--- src/temp_sense_pkg.sv ---
// Shared constants, register map and state codes of the temperature monitor
package temp_sense_pkg;

   // Timebase: one millisecond tick derived from the 50 MHz clock
   localparam int CLK_PERIOD_NS = 20;
   localparam int TICK_NS = 1_000_000;
   localparam int TICK_CYCLES = TICK_NS / CLK_PERIOD_NS;

   // Measurement cycle timing, in milliseconds
   localparam int BIAS_MS = 24;
   localparam int DEGLITCH_MS = 10;
   localparam int MON_PRIO_MS = 35;
   localparam int MON_STD_MS = 235;

   // End-power message code for an internal fault
   localparam logic [7:0] EPT_INTERNAL_FAULT = 8'h02;
   // Largest margin subtracted from the reported power, in mW
   localparam logic [15:0] MAX_MARGIN_MW = 16'h00FA;

   // Register byte offsets
   localparam logic [11:0] OFS_CTRL = 12'h000;
   localparam logic [11:0] OFS_STATUS = 12'h004;
   localparam logic [11:0] OFS_MASK = 12'h008;
   localparam logic [11:0] OFS_STATE = 12'h00C;
   localparam logic [11:0] OFS_MARGIN = 12'h010;
   localparam logic [11:0] OFS_POWER = 12'h014;

   // Control field positions
   localparam int CTRL_PRIO_BIT = 0;
   localparam int CTRL_RESTART_BIT = 1;
   localparam int CTRL_AVG_LSB = 4;
   localparam int CTRL_AVG_W = 3;

   // Status and mask bit positions
   localparam int EV_HOT = 0;
   localparam int EV_COLD = 1;
   localparam int EV_EXT = 2;
   localparam int EV_FAULT = 3;
   localparam int EV_DONE = 4;
   localparam int EV_THERM = 5;
   localparam int EV_W = 6;

   // Reset values
   localparam logic [31:0] CTRL_RESET = 32'h0000_0000;
   localparam logic [EV_W-1:0] MASK_RESET = 6'h00;
   localparam logic [15:0] MARGIN_RESET = 16'h0000;

   // Shutdown reason codes
   localparam logic [1:0] WHY_NONE = 2'h0;
   localparam logic [1:0] WHY_FAULT = 2'h1;
   localparam logic [1:0] WHY_DONE = 2'h2;
   localparam logic [1:0] WHY_THERM = 2'h3;

   // AXI responses
   localparam logic [1:0] RESP_OKAY = 2'h0;
   localparam logic [1:0] RESP_SLVERR = 2'h2;

   typedef enum logic [2:0] {
      ST_BIAS = 3'b001,
      ST_MON = 3'b010,
      ST_OFF = 3'b100
   } mon_state_type;

endpackage

--- src/deglitch_filter.sv ---
// Comparator deglitch: output follows input after a steady run of ticks
module deglitch_filter #(
   parameter int TICKS = temp_sense_pkg::DEGLITCH_MS
) (
   input wire logic aclk,
   input wire logic aresetn,
   input wire logic tick,
   input wire logic enable,
   input wire logic raw,
   output logic filtered
);

   initial begin
      if (TICKS < 1 || TICKS > 255) begin
         $error("deglitch_filter: TICKS out of range");
      end
   end

   logic [7:0] cnt_q, cnt_d;
   logic filt_q, filt_d;

   // Disagreement must last TICKS ticks; outside the window the result is held
   always_comb begin
      cnt_d = cnt_q;
      filt_d = filt_q;
      if (!enable || raw == filt_q) begin
         cnt_d = 8'h00;
      end else if (tick) begin
         if (cnt_q == 8'(TICKS - 1)) begin
            filt_d = raw;
            cnt_d = 8'h00;
         end else begin
            cnt_d = cnt_q + 8'h01;
         end
      end
   end

   always_ff @(posedge aclk) begin
      if (!aresetn) begin
         cnt_q <= 8'h00;
         filt_q <= 1'b0;
      end else begin
         cnt_q <= cnt_d;
         filt_q <= filt_d;
      end
   end

   assign filtered = filt_q;

   property p_filter_moves;
      @(posedge aclk) disable iff (!aresetn)
         (filt_q != $past(filt_q)) |-> $past(tick && enable && cnt_q == 8'(TICKS - 1));
   endproperty
   a_filter_moves: assert property (p_filter_moves) else $error("filter moved early");

endmodule

--- src/temp_sense_ctrl_monitor.sv ---
// Temperature sense, host control detection and power report block
//
// Design decisions made here: the AXI4-Lite register port and the register offsets.
module temp_sense_ctrl_monitor #(
   parameter int TICK_CYCLES = temp_sense_pkg::TICK_CYCLES
) (
   input wire logic aclk,
   input wire logic aresetn,
   input wire logic [11:0] s_axi_awaddr,
   input wire logic s_axi_awvalid,
   output logic s_axi_awready,
   input wire logic [31:0] s_axi_wdata,
   input wire logic [3:0] s_axi_wstrb,
   input wire logic s_axi_wvalid,
   output logic s_axi_wready,
   output logic [1:0] s_axi_bresp,
   output logic s_axi_bvalid,
   input wire logic s_axi_bready,
   input wire logic [11:0] s_axi_araddr,
   input wire logic s_axi_arvalid,
   output logic s_axi_arready,
   output logic [31:0] s_axi_rdata,
   output logic [1:0] s_axi_rresp,
   output logic s_axi_rvalid,
   input wire logic s_axi_rready,
   input wire logic cmp_hot,
   input wire logic cmp_cold,
   input wire logic cmp_grounded,
   input wire logic cmp_ctrl_level,
   input wire logic die_over_temp,
   input wire logic [15:0] power_sample,
   input wire logic power_sample_valid,
   output logic temp_bias_window,
   output logic thermistor_bias_pin_o,
   output logic thermistor_bias_pin_oe,
   output logic regulator_enable,
   output logic [1:0] shutdown_reason,
   output logic ext_ctrl_detected,
   output logic ept_send,
   output logic [7:0] ept_code,
   output logic [15:0] rx_power_report,
   output logic rx_power_valid,
   output logic irq
);

   initial begin
      if (TICK_CYCLES < 2 || TICK_CYCLES > 65536) begin
         $error("temp_sense_ctrl_monitor: TICK_CYCLES out of range");
      end
   end

   ////////////////////////////////////////////////////////////////////////////////
   // Decoding and strobe helpers

   function automatic logic [2:0] reg_index(input logic [11:0] addr);
      case (addr)
         temp_sense_pkg::OFS_CTRL: reg_index = 3'h1;
         temp_sense_pkg::OFS_STATUS: reg_index = 3'h2;
         temp_sense_pkg::OFS_MASK: reg_index = 3'h3;
         temp_sense_pkg::OFS_STATE: reg_index = 3'h4;
         temp_sense_pkg::OFS_MARGIN: reg_index = 3'h5;
         temp_sense_pkg::OFS_POWER: reg_index = 3'h6;
         default: reg_index = 3'h0;
      endcase
   endfunction

   function automatic logic [31:0] merge(input logic [31:0] old, input logic [31:0] nw,
                                         input logic [3:0] strb);
      merge = old;
      for (int i = 0; i < 4; i++) begin
         if (strb[i]) begin
            merge[i*8 +: 8] = nw[i*8 +: 8];
         end
      end
   endfunction

   ////////////////////////////////////////////////////////////////////////////////
   // Millisecond timebase and comparator filters

   logic [15:0] div_q, div_d;
   logic tick_q, tick_d;

   // Divider pulse keeps every slow count on the one clock
   always_comb begin
      tick_d = 1'b0;
      div_d = div_q + 16'h0001;
      if (div_q == 16'(TICK_CYCLES - 1)) begin
         div_d = 16'h0000;
         tick_d = 1'b1;
      end
   end

   always_ff @(posedge aclk) begin
      if (!aresetn) begin
         div_q <= 16'h0000;
         tick_q <= 1'b0;
      end else begin
         div_q <= div_d;
         tick_q <= tick_d;
      end
   end

   temp_sense_pkg::mon_state_type state_q, state_d;
   logic [2:0] cmp_raw, cmp_filt;
   assign cmp_raw = {cmp_grounded, cmp_cold, cmp_hot};

   // Comparators are only meaningful while the divider is biased
   for (genvar g = 0; g < 3; g++) begin : g_filt
      deglitch_filter #(
         .TICKS(temp_sense_pkg::DEGLITCH_MS)
      ) u_filt (
         .aclk(aclk),
         .aresetn(aresetn),
         .tick(tick_q),
         .enable(state_q == temp_sense_pkg::ST_BIAS),
         .raw(cmp_raw[g]),
         .filtered(cmp_filt[g])
      );
   end

   ////////////////////////////////////////////////////////////////////////////////
   // Registers, sequencer, power averaging and bus slave

   logic [7:0] ms_q, ms_d;
   logic prio_q, prio_d;
   logic [31:0] ctrl_q, ctrl_d;
   logic [temp_sense_pkg::EV_W-1:0] status_q, status_d, mask_q, mask_d, ev;
   logic [15:0] margin_q, margin_d;
   logic [1:0] why_q, why_d;
   logic ext_q, ext_d, ept_q, ept_d, irq_q, irq_d, bias_q, bias_d, reg_q, reg_d;
   logic [2:0] hc_prev_q, hc_prev_d;
   logic [23:0] acc_q, acc_d;
   logic [7:0] nsamp_q, nsamp_d;
   logic [15:0] rpt_q, rpt_d;
   logic rptv_q, rptv_d;
   logic aw_q, aw_d, w_q, w_d, awr_q, awr_d, wr_q, wr_d, bv_q, bv_d;
   logic arr_q, arr_d, rv_q, rv_d;
   logic [11:0] awa_q, awa_d;
   logic [31:0] wdat_q, wdat_d, rdat_q, rdat_d;
   logic [3:0] wstb_q, wstb_d;
   logic [1:0] bresp_q, bresp_d, rresp_q, rresp_d;

   always_comb begin
      logic [2:0] widx;
      logic [31:0] wv;
      logic restart;
      logic [23:0] acc_n;
      logic [15:0] avg;
      logic [2:0] lg;
      logic [7:0] last;
      widx = 3'h0;
      wv = 32'h0000_0000;
      restart = 1'b0;
      acc_n = 24'h000000;
      avg = 16'h0000;
      lg = 3'h0;
      last = 8'h00;
      state_d = state_q;
      ms_d = ms_q;
      prio_d = prio_q;
      ctrl_d = ctrl_q;
      mask_d = mask_q;
      margin_d = margin_q;
      why_d = why_q;
      ext_d = ext_q;
      ept_d = 1'b0;
      ev = '0;
      hc_prev_d = cmp_filt;
      acc_d = acc_q;
      nsamp_d = nsamp_q;
      rpt_d = rpt_q;
      rptv_d = 1'b0;
      aw_d = aw_q;
      w_d = w_q;
      awa_d = awa_q;
      wdat_d = wdat_q;
      wstb_d = wstb_q;
      bv_d = bv_q;
      bresp_d = bresp_q;
      rv_d = rv_q;
      rdat_d = rdat_q;
      rresp_d = rresp_q;
      status_d = status_q;

      // Write address and data are caught in either order
      if (s_axi_awvalid && awr_q) begin
         aw_d = 1'b1;
         awa_d = s_axi_awaddr;
      end
      if (s_axi_wvalid && wr_q) begin
         w_d = 1'b1;
         wdat_d = s_axi_wdata;
         wstb_d = s_axi_wstrb;
      end
      if (bv_q && s_axi_bready) begin
         bv_d = 1'b0;
      end
      if (aw_q && w_q && !bv_q) begin
         widx = reg_index(awa_q);
         aw_d = 1'b0;
         w_d = 1'b0;
         bv_d = 1'b1;
         bresp_d = temp_sense_pkg::RESP_OKAY;
         case (widx)
            3'h1: begin
               wv = merge(ctrl_q, wdat_q, wstb_q);
               restart = wv[temp_sense_pkg::CTRL_RESTART_BIT];
               ctrl_d = wv & ~(32'h1 << temp_sense_pkg::CTRL_RESTART_BIT);
            end
            3'h2: wv = merge(32'h0, wdat_q, wstb_q);
            3'h3: begin
               wv = merge({26'h0, mask_q}, wdat_q, wstb_q);
               mask_d = wv[temp_sense_pkg::EV_W-1:0];
            end
            3'h5: begin
               wv = merge({16'h0, margin_q}, wdat_q, wstb_q);
               // Margin capped so the report never drops too far below
               margin_d = (wv[15:0] > temp_sense_pkg::MAX_MARGIN_MW) ?
                          temp_sense_pkg::MAX_MARGIN_MW : wv[15:0];
            end
            3'h4, 3'h6: ;
            default: bresp_d = temp_sense_pkg::RESP_SLVERR;
         endcase
      end
      awr_d = !aw_d && !(aw_q && w_q);
      wr_d = !w_d && !(aw_q && w_q);

      // Read answers one cycle after the address is taken
      if (rv_q && s_axi_rready) begin
         rv_d = 1'b0;
      end
      if (s_axi_arvalid && arr_q) begin
         rv_d = 1'b1;
         rresp_d = temp_sense_pkg::RESP_OKAY;
         case (reg_index(s_axi_araddr))
            3'h1: rdat_d = ctrl_q;
            3'h2: rdat_d = {26'h0, status_q};
            3'h3: rdat_d = {26'h0, mask_q};
            3'h4: rdat_d = {22'h0, why_q, 1'b0, state_q, reg_q, cmp_filt[1:0],
                            bias_q};
            3'h5: rdat_d = {16'h0, margin_q};
            3'h6: rdat_d = {16'h0, rpt_q};
            default: begin
               rdat_d = 32'h0000_0000;
               rresp_d = temp_sense_pkg::RESP_SLVERR;
            end
         endcase
      end
      arr_d = !rv_d;

      // Filtered hot or cold crossings raise events and idle the regulator
      ev[temp_sense_pkg::EV_HOT] = cmp_filt[0] && !hc_prev_q[0];
      ev[temp_sense_pkg::EV_COLD] = cmp_filt[1] && !hc_prev_q[1];

      // Measurement sequencer: bias window, unbiased watch, repeat
      case (state_q)
         temp_sense_pkg::ST_BIAS: begin
            if (tick_q) begin
               ms_d = ms_q + 8'h01;
               if (ms_q == 8'(temp_sense_pkg::BIAS_MS - 1)) begin
                  state_d = temp_sense_pkg::ST_MON;
                  ms_d = 8'h00;
                  prio_d = ctrl_q[temp_sense_pkg::CTRL_PRIO_BIT];
               end
            end
            // Held filter output alone is stale after a restart
            if (cmp_filt[2] && cmp_grounded) begin
               state_d = temp_sense_pkg::ST_OFF;
               why_d = temp_sense_pkg::WHY_FAULT;
               ev[temp_sense_pkg::EV_FAULT] = 1'b1;
            end
         end
         temp_sense_pkg::ST_MON: begin
            if (tick_q) begin
               ms_d = ms_q + 8'h01;
               if (ms_q == 8'((prio_q ? temp_sense_pkg::MON_PRIO_MS :
                               temp_sense_pkg::MON_STD_MS) - 1)) begin
                  state_d = temp_sense_pkg::ST_BIAS;
                  ms_d = 8'h00;
               end
            end
            if (cmp_ctrl_level) begin
               ext_d = 1'b1;
               ev[temp_sense_pkg::EV_EXT] = 1'b1;
               ev[temp_sense_pkg::EV_DONE] = 1'b1;
               state_d = temp_sense_pkg::ST_OFF;
               why_d = temp_sense_pkg::WHY_DONE;
            end
         end
         temp_sense_pkg::ST_OFF: begin
            ms_d = 8'h00;
            if (restart) begin
               state_d = temp_sense_pkg::ST_BIAS;
               why_d = temp_sense_pkg::WHY_NONE;
               ext_d = 1'b0;
            end
         end
         default: begin
            state_d = temp_sense_pkg::ST_OFF;
            ms_d = 8'h00;
         end
      endcase

      // Die overheat overrides every other shutdown reason
      if (die_over_temp) begin
         state_d = temp_sense_pkg::ST_OFF;
         why_d = temp_sense_pkg::WHY_THERM;
         ev[temp_sense_pkg::EV_THERM] = (why_q != temp_sense_pkg::WHY_THERM);
         ept_d = (why_q != temp_sense_pkg::WHY_THERM);
      end

      bias_d = (state_d == temp_sense_pkg::ST_BIAS);
      reg_d = (state_d != temp_sense_pkg::ST_OFF) && !cmp_filt[0] && !cmp_filt[1];

      // New events win over a same-cycle write-one-to-clear
      status_d = (status_q & ~wv[temp_sense_pkg::EV_W-1:0] &
                  {temp_sense_pkg::EV_W{widx == 3'h2}}) |
                 (status_q & {temp_sense_pkg::EV_W{widx != 3'h2}}) | ev;
      irq_d = |(status_d & mask_d);

      // Averaging over 2^n samples keeps the divide a plain shift
      lg = ctrl_q[temp_sense_pkg::CTRL_AVG_LSB +: temp_sense_pkg::CTRL_AVG_W];
      last = 8'((9'd1 << lg) - 9'd1);
      if (power_sample_valid) begin
         acc_n = acc_q + {8'h00, power_sample};
         if (nsamp_q >= last) begin
            avg = 16'(acc_n >> lg);
            rpt_d = (avg > margin_q) ? (avg - margin_q) : 16'h0000;
            rptv_d = 1'b1;
            acc_d = 24'h000000;
            nsamp_d = 8'h00;
         end else begin
            acc_d = acc_n;
            nsamp_d = nsamp_q + 8'h01;
         end
      end
   end

   always_ff @(posedge aclk) begin
      if (!aresetn) begin
         state_q <= temp_sense_pkg::ST_BIAS;
         ms_q <= 8'h00;
         prio_q <= 1'b0;
         ctrl_q <= temp_sense_pkg::CTRL_RESET;
         status_q <= '0;
         mask_q <= temp_sense_pkg::MASK_RESET;
         margin_q <= temp_sense_pkg::MARGIN_RESET;
         why_q <= temp_sense_pkg::WHY_NONE;
         ext_q <= 1'b0;
         ept_q <= 1'b0;
         irq_q <= 1'b0;
         bias_q <= 1'b0;
         reg_q <= 1'b0;
         hc_prev_q <= 3'h0;
         acc_q <= 24'h000000;
         nsamp_q <= 8'h00;
         rpt_q <= 16'h0000;
         rptv_q <= 1'b0;
         aw_q <= 1'b0;
         w_q <= 1'b0;
         awr_q <= 1'b0;
         wr_q <= 1'b0;
         bv_q <= 1'b0;
         arr_q <= 1'b0;
         rv_q <= 1'b0;
         awa_q <= 12'h000;
         wdat_q <= 32'h0000_0000;
         wstb_q <= 4'h0;
         rdat_q <= 32'h0000_0000;
         bresp_q <= 2'h0;
         rresp_q <= 2'h0;
      end else begin
         state_q <= state_d;
         ms_q <= ms_d;
         prio_q <= prio_d;
         ctrl_q <= ctrl_d;
         status_q <= status_d;
         mask_q <= mask_d;
         margin_q <= margin_d;
         why_q <= why_d;
         ext_q <= ext_d;
         ept_q <= ept_d;
         irq_q <= irq_d;
         bias_q <= bias_d;
         reg_q <= reg_d;
         hc_prev_q <= hc_prev_d;
         acc_q <= acc_d;
         nsamp_q <= nsamp_d;
         rpt_q <= rpt_d;
         rptv_q <= rptv_d;
         aw_q <= aw_d;
         w_q <= w_d;
         awr_q <= awr_d;
         wr_q <= wr_d;
         bv_q <= bv_d;
         arr_q <= arr_d;
         rv_q <= rv_d;
         awa_q <= awa_d;
         wdat_q <= wdat_d;
         wstb_q <= wstb_d;
         rdat_q <= rdat_d;
         bresp_q <= bresp_d;
         rresp_q <= rresp_d;
      end
   end

   // Output wiring, all straight from flops except the constant ept_code
   assign s_axi_awready = awr_q;
   assign s_axi_wready = wr_q;
   assign s_axi_bvalid = bv_q;
   assign s_axi_bresp = bresp_q;
   assign s_axi_arready = arr_q;
   assign s_axi_rvalid = rv_q;
   assign s_axi_rdata = rdat_q;
   assign s_axi_rresp = rresp_q;
   assign temp_bias_window = bias_q;
   assign thermistor_bias_pin_o = bias_q;
   assign thermistor_bias_pin_oe = bias_q;
   assign regulator_enable = reg_q;
   assign shutdown_reason = why_q;
   assign ext_ctrl_detected = ext_q;
   assign ept_send = ept_q;
   assign ept_code = temp_sense_pkg::EPT_INTERNAL_FAULT;
   assign rx_power_report = rpt_q;
   assign rx_power_valid = rptv_q;
   assign irq = irq_q;

   ////////////////////////////////////////////////////////////////////////////////
   // Checks

   property p_bias_len;
      @(posedge aclk) disable iff (!aresetn)
         $fell(bias_q) && state_q == temp_sense_pkg::ST_MON |->
            $past(ms_q) == 8'(temp_sense_pkg::BIAS_MS - 1) && $past(tick_q);
   endproperty
   a_bias_len: assert property (p_bias_len) else $error("bias window wrong length");

   property p_float_after;
      @(posedge aclk) disable iff (!aresetn)
         state_q == temp_sense_pkg::ST_MON |-> !thermistor_bias_pin_oe ##1 !bias_q || ms_q == 0;
   endproperty
   a_float_after: assert property (p_float_after) else $error("bias pin driven in watch");

   property p_ext_detect;
      @(posedge aclk) disable iff (!aresetn)
         state_q == temp_sense_pkg::ST_MON && cmp_ctrl_level |=> ext_q && !reg_q;
   endproperty
   a_ext_detect: assert property (p_ext_detect) else $error("external drive missed");

   property p_ext_source;
      @(posedge aclk) disable iff (!aresetn)
         $rose(ext_q) |-> $past(state_q) == temp_sense_pkg::ST_MON;
   endproperty
   a_ext_source: assert property (p_ext_source) else $error("detect outside watch");

   property p_done_reason;
      @(posedge aclk) disable iff (!aresetn)
         state_q == temp_sense_pkg::ST_MON && cmp_ctrl_level && !die_over_temp |=>
            why_q == temp_sense_pkg::WHY_DONE;
   endproperty
   a_done_reason: assert property (p_done_reason) else $error("done reason wrong");

   property p_fault_reason;
      @(posedge aclk) disable iff (!aresetn)
         state_q == temp_sense_pkg::ST_BIAS && cmp_filt[2] && cmp_grounded && !die_over_temp |=>
            why_q == temp_sense_pkg::WHY_FAULT && !reg_q;
   endproperty
   a_fault_reason: assert property (p_fault_reason) else $error("fault not shut down");

   property p_thermal;
      @(posedge aclk) disable iff (!aresetn)
         die_over_temp |=> !regulator_enable && why_q == temp_sense_pkg::WHY_THERM;
   endproperty
   a_thermal: assert property (p_thermal) else $error("overheat left regulator on");

   property p_ept;
      @(posedge aclk) disable iff (!aresetn)
         ept_q |-> ept_code == 8'h02 && !reg_q ##1 !ept_q;
   endproperty
   a_ept: assert property (p_ept) else $error("end-power message malformed");

   property p_hot_event;
      @(posedge aclk) disable iff (!aresetn)
         $rose(cmp_filt[0]) |=> status_q[temp_sense_pkg::EV_HOT] && !reg_q;
   endproperty
   a_hot_event: assert property (p_hot_event) else $error("hot crossing ignored");

   property p_repeat;
      @(posedge aclk) disable iff (!aresetn)
         state_q == temp_sense_pkg::ST_MON && tick_q && !cmp_ctrl_level && !die_over_temp &&
         ms_q == 8'((prio_q ? temp_sense_pkg::MON_PRIO_MS : temp_sense_pkg::MON_STD_MS) - 1)
         |=> state_q == temp_sense_pkg::ST_BIAS && bias_q;
   endproperty
   a_repeat: assert property (p_repeat) else $error("cycle did not repeat");

   property p_report_margin;
      @(posedge aclk) disable iff (!aresetn)
         rptv_q |-> margin_q <= 16'h00FA;
   endproperty
   a_report_margin: assert property (p_report_margin) else $error("margin too large");

endmodule

--- config.mk ---
export PLATFORM = sky130hd
export DESIGN_NAME = temp_sense_ctrl_monitor
export DESIGN_NICKNAME = d
export VERILOG_FILES = /design/src/temp_sense_pkg.sv /design/src/deglitch_filter.sv /design/src/temp_sense_ctrl_monitor.sv
export SDC_FILE = /design/constraint.sdc
export NUM_CORES = 1
export LEC_CHECK = 0
export BUFFER_PORTS_ARGS = -buffer_cell sky130_fd_sc_hd__buf_2
export CAP_MARGIN = 20
export CORE_AREA = 2 2 223 181
export DETAILED_ROUTE_END_ITERATION = 10
export DIE_AREA = 0 0 225 183
export PLACE_DENSITY = 0.54
export SLEW_MARGIN = 30
export SYNTH_ARGS = -nofsm -noshare
export SYNTH_HDL_FRONTEND = slang
export SYNTH_SLANG_ARGS = --single-unit
--- constraint.sdc ---
create_clock -name aclk -period 6.23 [get_ports aclk]
set_input_delay 0.623 -clock aclk [delete_from_list [all_inputs] [get_ports aclk]]
set_output_delay 0.623 -clock aclk [all_outputs]
set_load 0.01 [all_outputs]
==> results.sh <==
export IMPL_grt_ovfl_total=0
export IMPL_cts_made_buffers=29
export IMPL_rsz0062_at_grt="false"
export IMPL_grtUsageTotal_pct=18.81
export IMPL_clock_sinks=261
export IMPL_finalCritPeriodShare_pct=85.37
export IMPL_critPathCapture="rx_power_report[14]"
export IMPL_fmax_mhz=188.0
export IMPL_dp_cells=2239
export IMPL_htreeDepth=1
export IMPL_yosysWarnings=0
export IMPL_async_flop_share_pct=0
export IMPL_dp_hpwl_microns=29120
export IMPL_post_route_drc_count=0
export IMPL_synth_top_cells_by_area="dfxtp_1, nand2_1, a21oi_1"
export IMPL_synth_edf_count=0
export IMPL_ys_flop_type="dfxtp_1"
export IMPL_worstSetupEndpointType="register"
export IMPL_slew_headroom_pct=36.21
export IMPL_path_class="reg2reg"
export IMPL_syn_to_final_growth_pct=15.03
export IMPL_row_count=65
export IMPL_ant_nets=0
export IMPL_worstMarginPinSlew_ps=956.9
export IMPL_ir_drop_mv=0.2121
export IMPL_clockBufferDepth=3
export IMPL_cts_tree="built"
export IMPL_startpoint="acc_q[0]"
export IMPL_met1_length_microns=20550
export IMPL_dr_wl_met3_microns=1935
export IMPL_routed_via_count=12123
export IMPL_grt_pass1_wl_microns=62650
export IMPL_hold_ws_ps=307.8
export IMPL_synth_ff_latch_count=261
export IMPL_slew_violations=0
export IMPL_fin_setup_tns_ps=0
export IMPL_p_per_area_nw_per_um2=260.6
export IMPL_status="completed"
export IMPL_finalHoldViolations=0
export IMPL_chipHeight_microns=183
export IMPL_clk_latency_ps=560
export IMPL_finalClockSkew_ps=12.75
export IMPL_first_pass_iters=5
export IMPL_nets=1911
export IMPL_critPathArrivalTime_ps=5810
export IMPL_start_util_pct=34.48
export IMPL_grt_antenna_before_repair=1
export IMPL_reg2reg_slack_ps=910
export IMPL_die_w_microns=225
export IMPL_drt_total_wl_microns=39380
export IMPL_first_global_vias=11418
export IMPL_setup_slack_ps=911.6
export IMPL_io_pins=164
export IMPL_grt_max_degree=85
export IMPL_place_gp_congestion=0.8680
export IMPL_wl_per_cell_microns=17.21
export IMPL_hp_class="in2reg"
export IMPL_worstRegToRegCells=20
export IMPL_yosysTopAreaCell="dfxtp_1"
export IMPL_post_cts_buffers=0
export IMPL_r2r_end="rx_power_report[14]"
export IMPL_top_layer="met4"
export IMPL_setup_violations=0
export IMPL_yosysSeqAreaShare_pct=38.90
export IMPL_worstReg2RegStart="acc_q[0]"
export IMPL_worstHoldStart="s_axi_wdata[21]"
export IMPL_avgSynthCellArea_sq_um=8.100
export IMPL_cts_hold_buf=0
export IMPL_netlist_area_sq_um=13430
export IMPL_yosys_area_top_type_share_pct=38.90
export IMPL_finalNonFillerCells=2288
export IMPL_fin_area_sq_um=15450
export IMPL_post_cts_resized=0
export IMPL_leakagePower_nw=5.995
export IMPL_root_buffer="clkbuf_16"
export IMPL_wl_met2_microns=15850
export IMPL_path_clk_slew_ps=60
export IMPL_die_area_sq_um=41180
export IMPL_placedInstanceArea_sq_um=14530
export IMPL_avgViaCountPerCell=5.299
export IMPL_drv_cap=0
export IMPL_drive_above_1_share_pct=14.17
export IMPL_place_ws_ps=619.8
export IMPL_ys_types=83
export IMPL_drtIter0Drc=904
export IMPL_syn_inst=1658
export IMPL_period_needed_ps=5318
export IMPL_critPathRequiredTime_ps=6720
export IMPL_io_buffers=153
export IMPL_core_sq_um=38960
export IMPL_start_kind="register"
export IMPL_crit_fanout=10
==> metrics by stage <==
stage	util, %	power, mW
floorplan	-	2.191
global placement	37.29	2.361
detailed placement	37.29	2.366
CTS	39.64	4.066
global route	39.66	4.208
finish	39.66	4.025
==> state kept, by name, indices dropped and copies added (netlist names), 12 cells and up <==
signal / count
acc_q: 23
margin_q: 16
div_q: 16
wdat_q: 32
awa_q: 12
g_filt.u_filt.cnt_q: 24
s_axi_rdata: 32
ctrl_q: 31
rx_power_report: 16
==> cells by family (layout without fill, tap and decap cells) <==
group / count (synthesis) / count (layout) / share of synthesized area, %
AOI/OAI and AO/OA: 388 / 388 / 17.66
xor gates and xnor gates: 77 / 77 / 5.021
adders and majority gates: 54 / 54 / 5.143
buffers and inverters: 148 / 266 / 4.733
DFF: 261 / 261 / 38.90
muxes: 64 / 64 / 5.012
other: 2 / 12 / 0.05592
and+or+nand+nor: 664 / 664 / 23.47
==> metal layers <==
layer	GRT usage [%]	vias up
li1	-	6048
met1	28.92	5740
met2	27.02	279
met3	2.852	56
met4	4.795	0
met5	0	-
==> worst max-delay path, stage by stage (launching register included) <==
cell,delay [ps]
dfxtp_1,320
ha_1,220
fa_1,430
a211oi_1,320
o21ai_2,140
o221ai_1,310
nand2b_1,90
a21oi_1,180
xnor2_1,110
mux2_2,280
o21ai_0,220
o21ai_0,130
ha_1,350
o21ai_0,120
a21boi_0,260
o21ai_0,200
a211oi_1,370
o21ai_0,140
a21boi_0,410
and2_1,440
a32o_1,220
==> worst min-delay path by stage <==
stage / end / slack, ps / depth (start not counted)
3_3_place_gp: div_q[0] / 430 / 1
4_1_cts: wdat_q[24] / 290 / 3
5_1_grt: wdat_q[17] / 300 / 3
3_5_place_dp: div_q[0] / 430 / 1
6_report: wdat_q[21] / 310 / 3
2_1_floorplan: div_q[0] / 410 / 1
==> layout by cell type (no fill, tap or decap), types with 7 or more instances in the layout <==
cell type and n:
a221oi_1 10, o211ai_1 11, a31oi_1 8, a22oi_1 19
a22o_1 9, o21ai_0 68, nor2_1 130, and3_1 22
ha_1 52, nand2_1 248, clkbuf_1 9, a21oi_1 175
xnor2_1 40, a21boi_0 7, nand4_1 32, buf_2 153
nor2b_1 10, mux2i_1 50, nand2b_1 27, nor3_1 36
buf_4 14, o21a_1 9, mux2_2 12, dfxtp_1 261
a211oi_1 12, or3_1 14, nor4_1 12, a21o_1 15
conb_1 11, and2_1 11, inv_1 48, xor2_1 37
nand3_1 84, clkbuf_16 29
==> cell type report <==
type	instances	area, sq um
fill	3992	23510
antenna	1	2.502
timing repair buffer	167	870.8
inverter	51	193.9
clock inverter	4	73.82
multi-input combinational	1258	7612
clock buffer	44	842.1
sequential	261	5225
tap	502	628.1
==> cell usage after synthesis, types with 10 or more instances <==
master and n:
and3_1 22, and2_1 11, clkbuf_1 66, xor2_1 37, nor3_1 36, o21ai_0 68
buf_1 10, a221oi_1 10, nor4_1 13, a211oi_1 12, nand3_1 84, inv_1 48
dfxtp_1 261, nor2b_1 10, nand2_1 248, nand2b_1 27, xnor2_1 40, nor2_1 131
nand4_1 32, a21oi_1 175, a22oi_1 19, buf_4 12, or3_1 14, ha_1 52
a21o_1 15, o211ai_1 11, mux2i_1 50, mux2_2 12
==> power breakdown <==
group	switching, mW	internal [mW]	total, mW
clock network	0.690	1.00	1.69
logic	0.347	0.222	0.569
registers	0.0499	1.71	1.76
Power figures use the tool's default switching activity.
